===== config.mk =====
export PLATFORM = sky130hd
export DESIGN_NAME = sbt_shutter_button
export DESIGN_NICKNAME = d
export VERILOG_FILES = /design/src/hw/sbt_pkg.sv /design/src/hw/sbt_shutter_button.sv
export SDC_FILE = /design/constraint.sdc
export NUM_CORES = 1
export LEC_CHECK = 0
export BUFFER_PORTS_ARGS = -buffer_cell sky130_fd_sc_hd__buf_2
export CAP_MARGIN = 15
export CORE_ASPECT_RATIO = 1.25
export CORE_UTILIZATION = 35
export CTS_CLUSTER_DIAMETER = 80
export DETAILED_ROUTE_END_ITERATION = 7
export HOLD_SLACK_MARGIN = 0.1
export PLACE_DENSITY = 0.58
export SETUP_SLACK_MARGIN = 0.02
export SYNTH_ARGS = -nofsm -noshare
export SYNTH_HDL_FRONTEND = slang
export SYNTH_SLANG_ARGS = --single-unit
export TNS_END_PERCENT = 5

===== constraint.sdc =====
create_clock -name i_clock -period 3.55 [get_ports i_clock]
set_clock_uncertainty 0.2 [all_clocks]
set_input_delay 0.71 -clock i_clock [delete_from_list [all_inputs] [get_ports i_clock]]
set_output_delay 0.71 -clock i_clock [all_outputs]
set_load 0.005 [all_outputs]

===== src/hw/sbt_pkg.sv =====
// Package for the shutter button telegram logic
package sbt_pkg;
	// Timing base: 100 MHz clock, times configured in 10 ms ticks
	localparam int CLK_FREQ_HZ = 100000000;
	localparam int TICK_TIME_MS = 10;
	localparam int TICK_CYCLES = CLK_FREQ_HZ / 1000 * TICK_TIME_MS;
	localparam int TICK_CNT_W = 20;
	localparam int TIME_W = 16;
	localparam logic [TICK_CNT_W-1:0] TICK_CNT_RST = 20'h00000;
	localparam logic [TIME_W-1:0] TIME_RST = 16'h0000;
	localparam logic [TIME_W-1:0] TIME_MAX = 16'hFFFF;
	localparam logic [7:0] POS_OPEN = 8'h00;
	localparam logic [7:0] POS_CLOSED = 8'hFF;
	localparam logic DIR_UP = 1'b0;
	localparam logic DIR_DOWN = 1'b1;
	localparam logic [3:0] DIM_BRIGHTER = 4'h9;
	localparam logic [3:0] DIM_DARKER = 4'h1;
	localparam logic [7:0] SCENE_SAVE_BIT = 8'h80;

	typedef enum logic [1:0] {
		SBT_DIR_UP = 2'b00,
		SBT_DIR_DOWN = 2'b01,
		SBT_DIR_TOGGLE = 2'b10
	} sbt_dir_mode_t;

	typedef enum logic [2:0] {
		SBT_UC_LONG_SHORT = 3'b000,
		SBT_UC_LONG_SHORT_TURN = 3'b001,
		SBT_UC_INVERTED = 3'b010,
		SBT_UC_SHORT_SHORT = 3'b011,
		SBT_UC_SHORT_LONG_TURN = 3'b100,
		SBT_UC_HOLD = 3'b101,
		SBT_UC_HOLD_TURN = 3'b110,
		SBT_UC_HOLD_DELAYED = 3'b111
	} sbt_ctrl_t;

	typedef enum logic [3:0] {
		SBT_AF_NONE = 4'h0,
		SBT_AF_ON = 4'h1,
		SBT_AF_OFF = 4'h2,
		SBT_AF_TOGGLE = 4'h3,
		SBT_AF_BRIGHTER = 4'h4,
		SBT_AF_DARKER = 4'h5,
		SBT_AF_DRIVE_UP = 4'h6,
		SBT_AF_DRIVE_DOWN = 4'h7,
		SBT_AF_STEP_UP = 4'h8,
		SBT_AF_STEP_DOWN = 4'h9,
		SBT_AF_VALUE = 4'hA,
		SBT_AF_SCENE_CALL = 4'hB,
		SBT_AF_SCENE_SAVE = 4'hC
	} sbt_addfn_t;

	typedef enum logic [1:0] {
		SBT_VT_PERCENT = 2'b00,
		SBT_VT_INT8 = 2'b01,
		SBT_VT_INT16 = 2'b10,
		SBT_VT_FLOAT16 = 2'b11
	} sbt_vtype_t;

	typedef enum logic [1:0] {
		SBT_ST_IDLE = 2'b00,
		SBT_ST_PRESSED = 2'b01,
		SBT_ST_DONE = 2'b10
	} sbt_state_t;

	// Static configuration
	typedef struct packed {
		logic value_mode;
		sbt_dir_mode_t dir_mode;
		sbt_ctrl_t ctrl;
		sbt_addfn_t addfn;
		logic very_long_en;
		logic tone_en;
		logic write_en;
		logic [TIME_W-1:0] long_time;
		logic [TIME_W-1:0] very_long_time;
		logic [TIME_W-1:0] turn_time;
		logic [TIME_W-1:0] drive_time;
		logic [7:0] add_value;
		logic [5:0] scene_num;
		sbt_vtype_t vtype;
		logic [15:0] send_value;
	} sbt_cfg_t;

	// Telegrams received from the bus
	typedef struct packed {
		logic drive_vld;
		logic drive_val;
		logic step_vld;
		logic step_val;
		logic pos_vld;
		logic [7:0] pos_val;
		logic sw_vld;
		logic sw_val;
	} sbt_rx_t;

	// Telegrams sent toward the bus, each strobe with its data
	typedef struct packed {
		logic drive_vld;
		logic drive_val;
		logic step_vld;
		logic step_val;
		logic sw_vld;
		logic sw_val;
		logic dim_vld;
		logic [3:0] dim_val;
		logic af_drive_vld;
		logic af_drive_val;
		logic af_step_vld;
		logic af_step_val;
		logic byte_vld;
		logic [7:0] byte_val;
		logic scene_vld;
		logic [7:0] scene_val;
		logic value_vld;
		sbt_vtype_t value_type;
		logic [15:0] value_val;
	} sbt_tx_t;
endpackage


===== src/hw/sbt_shutter_button.sv =====
// Shutter button telegram logic for one binary input
//
// Contract
// - Send one-bit drive and step/stop telegrams
// - One common long-press time splits short/long
// - Direction fixed up, fixed down or toggling
// - Adopt received drive/step values when writable
// - Position limits set next toggle direction
// - Long/short: long drive, short step, very-long extra
// - Same plus step on release within turning
// - Inverted: short drive, long or driving step
// - Short/short: short drive, long extra function
// - Short and long drive, turning release step
// - Hold: press drives, release always steps
// - Hold turn: release within turning steps
// - Delayed hold: long drives, short extra
// - Inverted, short/short, short-long turn, delayed hold: drive-time window makes actuation a stop
// - Tone pulse when turning time expires
// - Extra switch on/off/toggle of tracked value
// - Extra dim, drive or step-stop telegram
// - Extra byte value, scene call or save
// - Separate threshold defines very long press
// - Send-value mode sends one typed value
`timescale 1ns/1ps
module sbt_shutter_button
	import sbt_pkg::*;
(
	input wire logic i_clock,
	input wire logic i_reset_n,
	input wire logic i_button,
	input wire sbt_cfg_t i_cfg,
	input wire sbt_rx_t i_rx,
	output sbt_tx_t o_tx,
	output logic o_tone,
	output logic o_driving
);

	// ----------------------------------------------------------------
	// Time base
	// ----------------------------------------------------------------
	logic [TICK_CNT_W-1:0] tick_cnt_r;
	logic tick_r;

	always_ff @(posedge i_clock or negedge i_reset_n) begin
		if (!i_reset_n) begin
			tick_cnt_r <= TICK_CNT_RST;
			tick_r <= 1'b0;
		end else if (tick_cnt_r == TICK_CNT_W'(TICK_CYCLES - 1)) begin
			tick_cnt_r <= TICK_CNT_RST;
			tick_r <= 1'b1;
		end else begin
			tick_cnt_r <= tick_cnt_r + 1'b1;
			tick_r <= 1'b0;
		end
	end

	// ----------------------------------------------------------------
	// Press classification
	// ----------------------------------------------------------------
	sbt_state_t state_r;
	logic btn_q_r;
	logic [TIME_W-1:0] press_t_r;
	logic long_r;
	logic vlong_r;
	wire press_ev = i_button && !btn_q_r;
	wire release_ev = !i_button && btn_q_r;
	wire long_ev = (state_r == SBT_ST_PRESSED) && !long_r && (press_t_r >= i_cfg.long_time);
	wire vlong_ev = (state_r == SBT_ST_PRESSED) && long_r && !vlong_r && i_cfg.very_long_en &&
		(press_t_r >= i_cfg.very_long_time);

	always_ff @(posedge i_clock or negedge i_reset_n) begin
		if (!i_reset_n) begin
			btn_q_r <= 1'b0;
		end else begin
			btn_q_r <= i_button;
		end
	end

	always_ff @(posedge i_clock or negedge i_reset_n) begin
		if (!i_reset_n) begin
			state_r <= SBT_ST_IDLE;
			press_t_r <= TIME_RST;
			long_r <= 1'b0;
			vlong_r <= 1'b0;
		end else begin
			case (state_r)
				SBT_ST_IDLE: begin
					if (press_ev) begin
						state_r <= SBT_ST_PRESSED;
						press_t_r <= TIME_RST;
						long_r <= 1'b0;
						vlong_r <= 1'b0;
					end
				end
				SBT_ST_PRESSED: begin
					if (release_ev) begin
						state_r <= SBT_ST_IDLE;
					end else begin
						if (tick_r && press_t_r != TIME_MAX) begin
							press_t_r <= press_t_r + 1'b1;
						end
						if (long_ev) begin
							long_r <= 1'b1;
						end
						if (vlong_ev) begin
							vlong_r <= 1'b1;
						end
					end
				end
				default: begin
					state_r <= SBT_ST_IDLE;
				end
			endcase
		end
	end

	wire short_rel = release_ev && (state_r == SBT_ST_PRESSED) && !long_r;
	wire long_rel = release_ev && (state_r == SBT_ST_PRESSED) && long_r;

	// ----------------------------------------------------------------
	// Turning and drive windows
	// ----------------------------------------------------------------
	logic [TIME_W-1:0] turn_t_r;
	logic turn_act_r;
	logic [TIME_W-1:0] drv_t_r;
	logic drv_act_r;
	logic turn_start;
	logic drive_send;

	always_ff @(posedge i_clock or negedge i_reset_n) begin
		if (!i_reset_n) begin
			turn_t_r <= TIME_RST;
			turn_act_r <= 1'b0;
			o_tone <= 1'b0;
		end else begin
			o_tone <= 1'b0;
			if (turn_start) begin
				turn_t_r <= TIME_RST;
				turn_act_r <= 1'b1;
			end else if (turn_act_r && release_ev) begin
				turn_act_r <= 1'b0;
			end else if (turn_act_r && (turn_t_r >= i_cfg.turn_time)) begin
				// Closes after the configured ticks; zero means one cycle
				turn_act_r <= 1'b0;
				o_tone <= i_cfg.tone_en;
			end else if (turn_act_r && tick_r) begin
				// Elapsed ticks, never past the limit
				turn_t_r <= turn_t_r + 1'b1;
			end
		end
	end

	wire turn_in = turn_act_r;
	logic stop_send;

	always_ff @(posedge i_clock or negedge i_reset_n) begin
		if (!i_reset_n) begin
			drv_t_r <= TIME_RST;
			drv_act_r <= 1'b0;
		end else begin
			if (drive_send) begin
				drv_t_r <= TIME_RST;
				drv_act_r <= 1'b1;
			end else if (stop_send || (i_cfg.write_en && i_rx.step_vld)) begin
				drv_act_r <= 1'b0;
			end else if (drv_act_r && tick_r) begin
				if (drv_t_r + 1'b1 >= i_cfg.drive_time) begin
					drv_act_r <= 1'b0;
				end else begin
					drv_t_r <= drv_t_r + 1'b1;
				end
			end
		end
	end

	// ----------------------------------------------------------------
	// Scheme decode
	// ----------------------------------------------------------------
	logic addfn_send;
	logic suppress_r;

	always_comb begin
		drive_send = 1'b0;
		stop_send = 1'b0;
		addfn_send = 1'b0;
		turn_start = 1'b0;
		if (!i_cfg.value_mode) begin
			case (i_cfg.ctrl)
				SBT_UC_LONG_SHORT, SBT_UC_LONG_SHORT_TURN: begin
					drive_send = long_ev;
					turn_start = long_ev && (i_cfg.ctrl == SBT_UC_LONG_SHORT_TURN);
					stop_send = short_rel || (long_rel && turn_in && !vlong_r);
					addfn_send = vlong_ev;
				end
				SBT_UC_INVERTED: begin
					stop_send = (press_ev && drv_act_r) || (long_ev && !suppress_r);
					drive_send = short_rel && !suppress_r;
					addfn_send = vlong_ev;
				end
				SBT_UC_SHORT_SHORT: begin
					stop_send = press_ev && drv_act_r;
					drive_send = short_rel && !suppress_r;
					addfn_send = long_ev && !suppress_r;
				end
				SBT_UC_SHORT_LONG_TURN: begin
					stop_send = (press_ev && drv_act_r) || (long_rel && turn_in && !vlong_r &&
						!suppress_r);
					drive_send = (short_rel || long_ev) && !suppress_r;
					turn_start = long_ev && !suppress_r;
					addfn_send = vlong_ev && !suppress_r;
				end
				SBT_UC_HOLD: begin
					drive_send = press_ev;
					stop_send = release_ev;
				end
				SBT_UC_HOLD_TURN: begin
					drive_send = press_ev;
					turn_start = press_ev;
					stop_send = release_ev && turn_in;
				end
				SBT_UC_HOLD_DELAYED: begin
					stop_send = (press_ev && drv_act_r) || (long_rel && turn_in && !suppress_r);
					drive_send = long_ev && !suppress_r;
					turn_start = long_ev && !suppress_r;
					addfn_send = short_rel && !suppress_r;
				end
				default: begin
					drive_send = 1'b0;
				end
			endcase
		end
	end

	// A press that stopped a drive does nothing else, except the very-long extra in inverted mode
	always_ff @(posedge i_clock or negedge i_reset_n) begin
		if (!i_reset_n) begin
			suppress_r <= 1'b0;
		end else if (press_ev) begin
			suppress_r <= drv_act_r && (i_cfg.ctrl != SBT_UC_HOLD) &&
				(i_cfg.ctrl != SBT_UC_HOLD_TURN) && (i_cfg.ctrl != SBT_UC_LONG_SHORT) &&
				(i_cfg.ctrl != SBT_UC_LONG_SHORT_TURN);
		end
	end

	// ----------------------------------------------------------------
	// Direction and switch tracking
	// ----------------------------------------------------------------
	logic dir_r;
	logic sw_r;
	logic dir_now;

	always_comb begin
		case (i_cfg.dir_mode)
			SBT_DIR_UP: dir_now = DIR_UP;
			SBT_DIR_DOWN: dir_now = DIR_DOWN;
			default: dir_now = dir_r;
		endcase
	end

	always_ff @(posedge i_clock or negedge i_reset_n) begin
		if (!i_reset_n) begin
			dir_r <= DIR_UP;
		end else if (drive_send && i_cfg.dir_mode == SBT_DIR_TOGGLE) begin
			dir_r <= !dir_r;
		end else if (i_cfg.write_en && i_rx.drive_vld) begin
			dir_r <= !i_rx.drive_val;
		end else if (i_cfg.write_en && i_rx.step_vld) begin
			dir_r <= !i_rx.step_val;
		end else if (i_rx.pos_vld && i_rx.pos_val == POS_OPEN) begin
			dir_r <= DIR_DOWN;
		end else if (i_rx.pos_vld && i_rx.pos_val == POS_CLOSED) begin
			dir_r <= DIR_UP;
		end
	end

	always_ff @(posedge i_clock or negedge i_reset_n) begin
		if (!i_reset_n) begin
			sw_r <= 1'b0;
		end else if (addfn_send && i_cfg.addfn == SBT_AF_TOGGLE) begin
			sw_r <= !sw_r;
		end else if (i_cfg.write_en && i_rx.sw_vld) begin
			sw_r <= i_rx.sw_val;
		end
	end

	// ----------------------------------------------------------------
	// Telegram outputs
	// ----------------------------------------------------------------
	always_ff @(posedge i_clock or negedge i_reset_n) begin
		if (!i_reset_n) begin
			o_tx <= '0;
			o_driving <= 1'b0;
		end else begin
			o_tx <= '0;
			o_driving <= drv_act_r;
			o_tx.drive_vld <= drive_send;
			o_tx.drive_val <= dir_now;
			o_tx.step_vld <= stop_send;
			o_tx.step_val <= dir_now;
			if (i_cfg.value_mode && press_ev) begin
				o_tx.value_vld <= 1'b1;
				o_tx.value_type <= i_cfg.vtype;
				o_tx.value_val <= (i_cfg.vtype == SBT_VT_PERCENT || i_cfg.vtype == SBT_VT_INT8) ?
					{8'h00, i_cfg.send_value[7:0]} : i_cfg.send_value;
			end
			if (addfn_send) begin
				case (i_cfg.addfn)
					SBT_AF_ON, SBT_AF_OFF, SBT_AF_TOGGLE: begin
						o_tx.sw_vld <= 1'b1;
						o_tx.sw_val <= (i_cfg.addfn == SBT_AF_ON) ||
							(i_cfg.addfn == SBT_AF_TOGGLE && !sw_r);
					end
					SBT_AF_BRIGHTER, SBT_AF_DARKER: begin
						o_tx.dim_vld <= 1'b1;
						o_tx.dim_val <= (i_cfg.addfn == SBT_AF_BRIGHTER) ? DIM_BRIGHTER : DIM_DARKER;
					end
					SBT_AF_DRIVE_UP, SBT_AF_DRIVE_DOWN: begin
						o_tx.af_drive_vld <= 1'b1;
						o_tx.af_drive_val <= (i_cfg.addfn == SBT_AF_DRIVE_DOWN);
					end
					SBT_AF_STEP_UP, SBT_AF_STEP_DOWN: begin
						o_tx.af_step_vld <= 1'b1;
						o_tx.af_step_val <= (i_cfg.addfn == SBT_AF_STEP_DOWN);
					end
					SBT_AF_VALUE: begin
						o_tx.byte_vld <= 1'b1;
						o_tx.byte_val <= i_cfg.add_value;
					end
					SBT_AF_SCENE_CALL, SBT_AF_SCENE_SAVE: begin
						o_tx.scene_vld <= 1'b1;
						o_tx.scene_val <= {2'b00, i_cfg.scene_num} |
							((i_cfg.addfn == SBT_AF_SCENE_SAVE) ? SCENE_SAVE_BIT : 8'h00);
					end
					default: begin
						o_tx.sw_vld <= 1'b0;
					end
				endcase
			end
		end
	end

endmodule


==> results.yml <==
outcome:
  status: "finished clean"
yosys:
  synthArstFlopShare_pct: 100
  syn_avg_cell_area_um2: 9.46
  ys_ff_latch: 127
  yosys_warnings: 0
  synth-edff-count: 0
  synth-seq-area-share_pct: 41.5
  synth_flop_cell: "dfrtp_1"
  ys_types: 65
  synth_area_um2: 7670
  syn_inst: 810
drt:
  drc: 0
  viasPerCell: 4.97
  first_pass_iters: 4
  drtAntennaViolNets: 0
  vias: 6596
  wl_mm: 19.4
  drtIter0Drc: 308
  wl_per_cell_um: 14.7
setup_path:
  crit_path_end_kind: "flip-flop"
  cp.required_ns: 3.69
  crit_path_frequent_cell: "nor2_4"
  startpoint: "drv_t_r[1]$_DFFE_PN0P_"
  path_cells: "ha_2, nand3_2, or3_4, nor2_4, nand3_4, nor2_4, xor2_1, ha_1, a21o_1, a21oi_2, o21ai_2, buf_6, or4_1, a21oi_1"
  cp_slowest_cell: "or4_1"
  critPathCapture: "drv_t_r[13]$_DFFE_PN0P_"
  cpPeakStageDelay_ns: 0.48
  r2r_cells: 14
  path_max_fanout: 15
  cp.depth: 14
  reg2reg_from: "drv_t_r[1]$_DFFE_PN0P_"
  crit_buf_inv: 1
  r2r-end: "drv_t_r[13]$_DFFE_PN0P_"
  start_kind: "flip-flop"
  cpLargestDelayFamily: "simple AND/OR/NAND/NOR gates"
  rrSetupSlack_ns: 0.14
  crit_arrival_ns: 3.55
  crit_type: "flip-flop to flip-flop"
timing:
  slew_violations: 0
  fin_crit_ns: 3.41
  postLayoutSetupSlackWorst_ns: 0.139
  slew_headroom_pct: 57.4
  hold_violations: 0
  worst_hold_slack_ns: 0.270
  rsz0062_at_grt: "false"
  period_share_pct: 96.1
  tightest_slew_ns: 0.635
  finalSetupViolations: 0
  fmax_ghz: 0.293
global_routing:
  track_usage_pct: 17.6
  antenna_found_initial: 3
  grt_pass1_vias: 6395
  overflow: 0
  grt_max_degree: 53
  grt_pass1_wl_mm: 31.5
layout:
  final_common_cell: "buf_2"
  area_growth_pct: 29.8
  drive_gt1_share_pct: 28.1
  fin_area_um2: 9950
  fill_cells: 2115
  stdcell_count: 1326
  mostFrequentLayoutCells: "buf_2, dfrtp_1, inv_1"
  layout.nets: 1226
placement:
  place_area_um2: 9130
  port-buffer-count: 177
  place_ws_ns: -0.0599
  dpl.cell_count: 1282
  hpwl_mm: 14.8
  place_congestion: 0.838
clock_tree:
  clock_latency_ns: 0.41
  cts_buffers: 17
  cts_root_buf: "clkbuf_16"
  h-tree-depth: 4
  cts_max_path_buffers: 2
  cts_sinks: 127
  cts_tree: "yes"
  cts.clk_slew.worst_paths_ns: 0.06
power:
  switchingPower_uw: 880
  p_comb_share_pct: 9.4
  pwr-share-seq_pct: 40.2
  p_clk_share_pct: 50.4
  leakage_uw: 0.00517
  p_int_uw: 2850
  p_per_area_nw_per_um2: 375
  peakVddDrop_mv: 0.296
  swShare_pct: 23.6
floorplan:
  chipWidth_um: 134
  boundaryPins: 181
  start_util_pct: 35.7
  core_um2: 21500
  die-area_um2: 22500
  num_rows: 60
  die_y_um: 167
flow_run:
  drv_cap: 0
worst_hold_path:
  min_path_type: "input port to flip-flop"
==> Yosys cell counts, drive strengths merged (5+ instances only) <==
| library cell | number | area (µm²) |
|---|---|---|
| dfrtp | 127 | 3180 |
| inv | 80 | 300 |
| ha | 68 | 851 |
| nor2 | 60 | 225 |
| nand2 | 49 | 184 |
| a21oi | 48 | 240 |
| and2 | 28 | 175 |
| nand3 | 28 | 140 |
| xor2 | 28 | 245 |
| nand4 | 27 | 169 |
| xnor2 | 27 | 236 |
| o21ai | 21 | 105 |
| and3 | 18 | 113 |
| clkbuf | 16 | 60.1 |
| a211oi | 13 | 97.6 |
| a21o | 13 | 97.6 |
| nand2b | 12 | 75.1 |
| o31ai | 12 | 90.1 |
| buf | 11 | 72.6 |
| or4 | 11 | 82.6 |
| nor3 | 9 | 45.0 |
| nand3b | 8 | 60.1 |
| nor4 | 8 | 50.1 |
| o211ai | 7 | 57.6 |
| o21a | 7 | 52.6 |
| and4 | 6 | 52.6 |
| mux2i | 5 | 50.1 |
| nor4b | 5 | 43.8 |
| o2111ai | 5 | 43.8 |
==> power by group through the flow <==
stage	Combinational (µW)	Sequential, µW	Clock [µW]
after floorplan	185	1520	0
after global placement	347	1520	0
after detailed placement	352	1520	0
after CTS	356	1500	1910
after global routing	402	1500	1990
final	351	1500	1880
==> cell families (layout without fill, tap and decap cells) <==
kind of cell | count (synthesis) | in the layout | share of synthesized area [%]
DFF | 127 | 127 | 41.5
adders and majority gates | 68 | 68 | 11.1
and+or+nand+nor | 286 | 286 | 20.1
buffers and inverters | 107 | 339 | 5.65
muxes | 6 | 6 | 0.800
other | 1 | 6 | 0.0489
AOI/OAI and AO/OA | 160 | 160 | 14.5
xor gates and xnor gates | 55 | 55 | 6.28
==> per-layer routing <==
metal  track usage [%]  routed length, µm
met1              22.5               8620
met2              29.8               9810
met3              3.54                762
met4              5.03                228
met5                 0                 27
==> cell type report <==
type / instances / area (µm²) / share of cell area (%)
multi-input combinational: 578 / 4180 / 42.1
sequential: 127 / 3180 / 32.0
timing repair buffer: 227 / 1290 / 13.0
clock buffer: 19 / 453 / 4.55
tap: 279 / 349 / 3.51
inverter: 80 / 300 / 3.02
clock inverter: 13 / 186 / 1.87
antenna: 3 / 7.51 / 0.0755
==> sequential cells by signal (all words and copies together), names as in the netlist, 16 cells and up <==
signal and flops:
turn_t_r 16, tick_cnt_r 20, o_tx 47, press_t_r 16, drv_t_r 16
==> worst reg2reg max path: cells and delay by family (launching register included) <==
kind                       cells  cell delay [ns]
and+or+nand+nor                6             1.38
DFF                            1             0.39
adders and majority gates      2             0.46
buffers and inverters          1             0.16
xor gates and xnor gates       1             0.16
AOI/OAI and AO/OA              4             0.58
==> metrics by stage <==
step | power (µW) | TNS [ns] | util (%)
CTS | 3770 | 0 | 45.6
global route | 3890 | 0 | 46.3
floorplan | 1700 | 0 | -
finish | 3730 | 0 | 46.3
global placement | 1870 | 0 | 42.5
detailed placement | 1880 | -0.235 | 42.5
==> timing repair <==
action / CTS / global route
hold endpoints to repair: 49 / 0
setup endpoints to repair: 11 / 14
hold buffers: 1 / 0
pin swaps: 0 / 18
buffers inserted: 0 / 8
gates resized for setup: 3 / 23
==> worst min-delay path by stage <==
stage	start	endpoint	slack [ns]	cells after the start
floorplan	drv_act_r$_DFFE_PN0P_	o_driving$_DFF_PN0_	0.19	0
global placement	tick_cnt_r[0]$_DFF_PN0_	tick_cnt_r[0]$_DFF_PN0_	0.25	1
detailed placement	tick_cnt_r[0]$_DFF_PN0_	tick_cnt_r[0]$_DFF_PN0_	0.26	1
CTS	i_button	btn_q_r$_DFF_PN0_	0.25	1
global route	i_button	btn_q_r$_DFF_PN0_	0.27	1
finish	i_button	btn_q_r$_DFF_PN0_	0.27	1
Power figures use the tool's default switching activity.
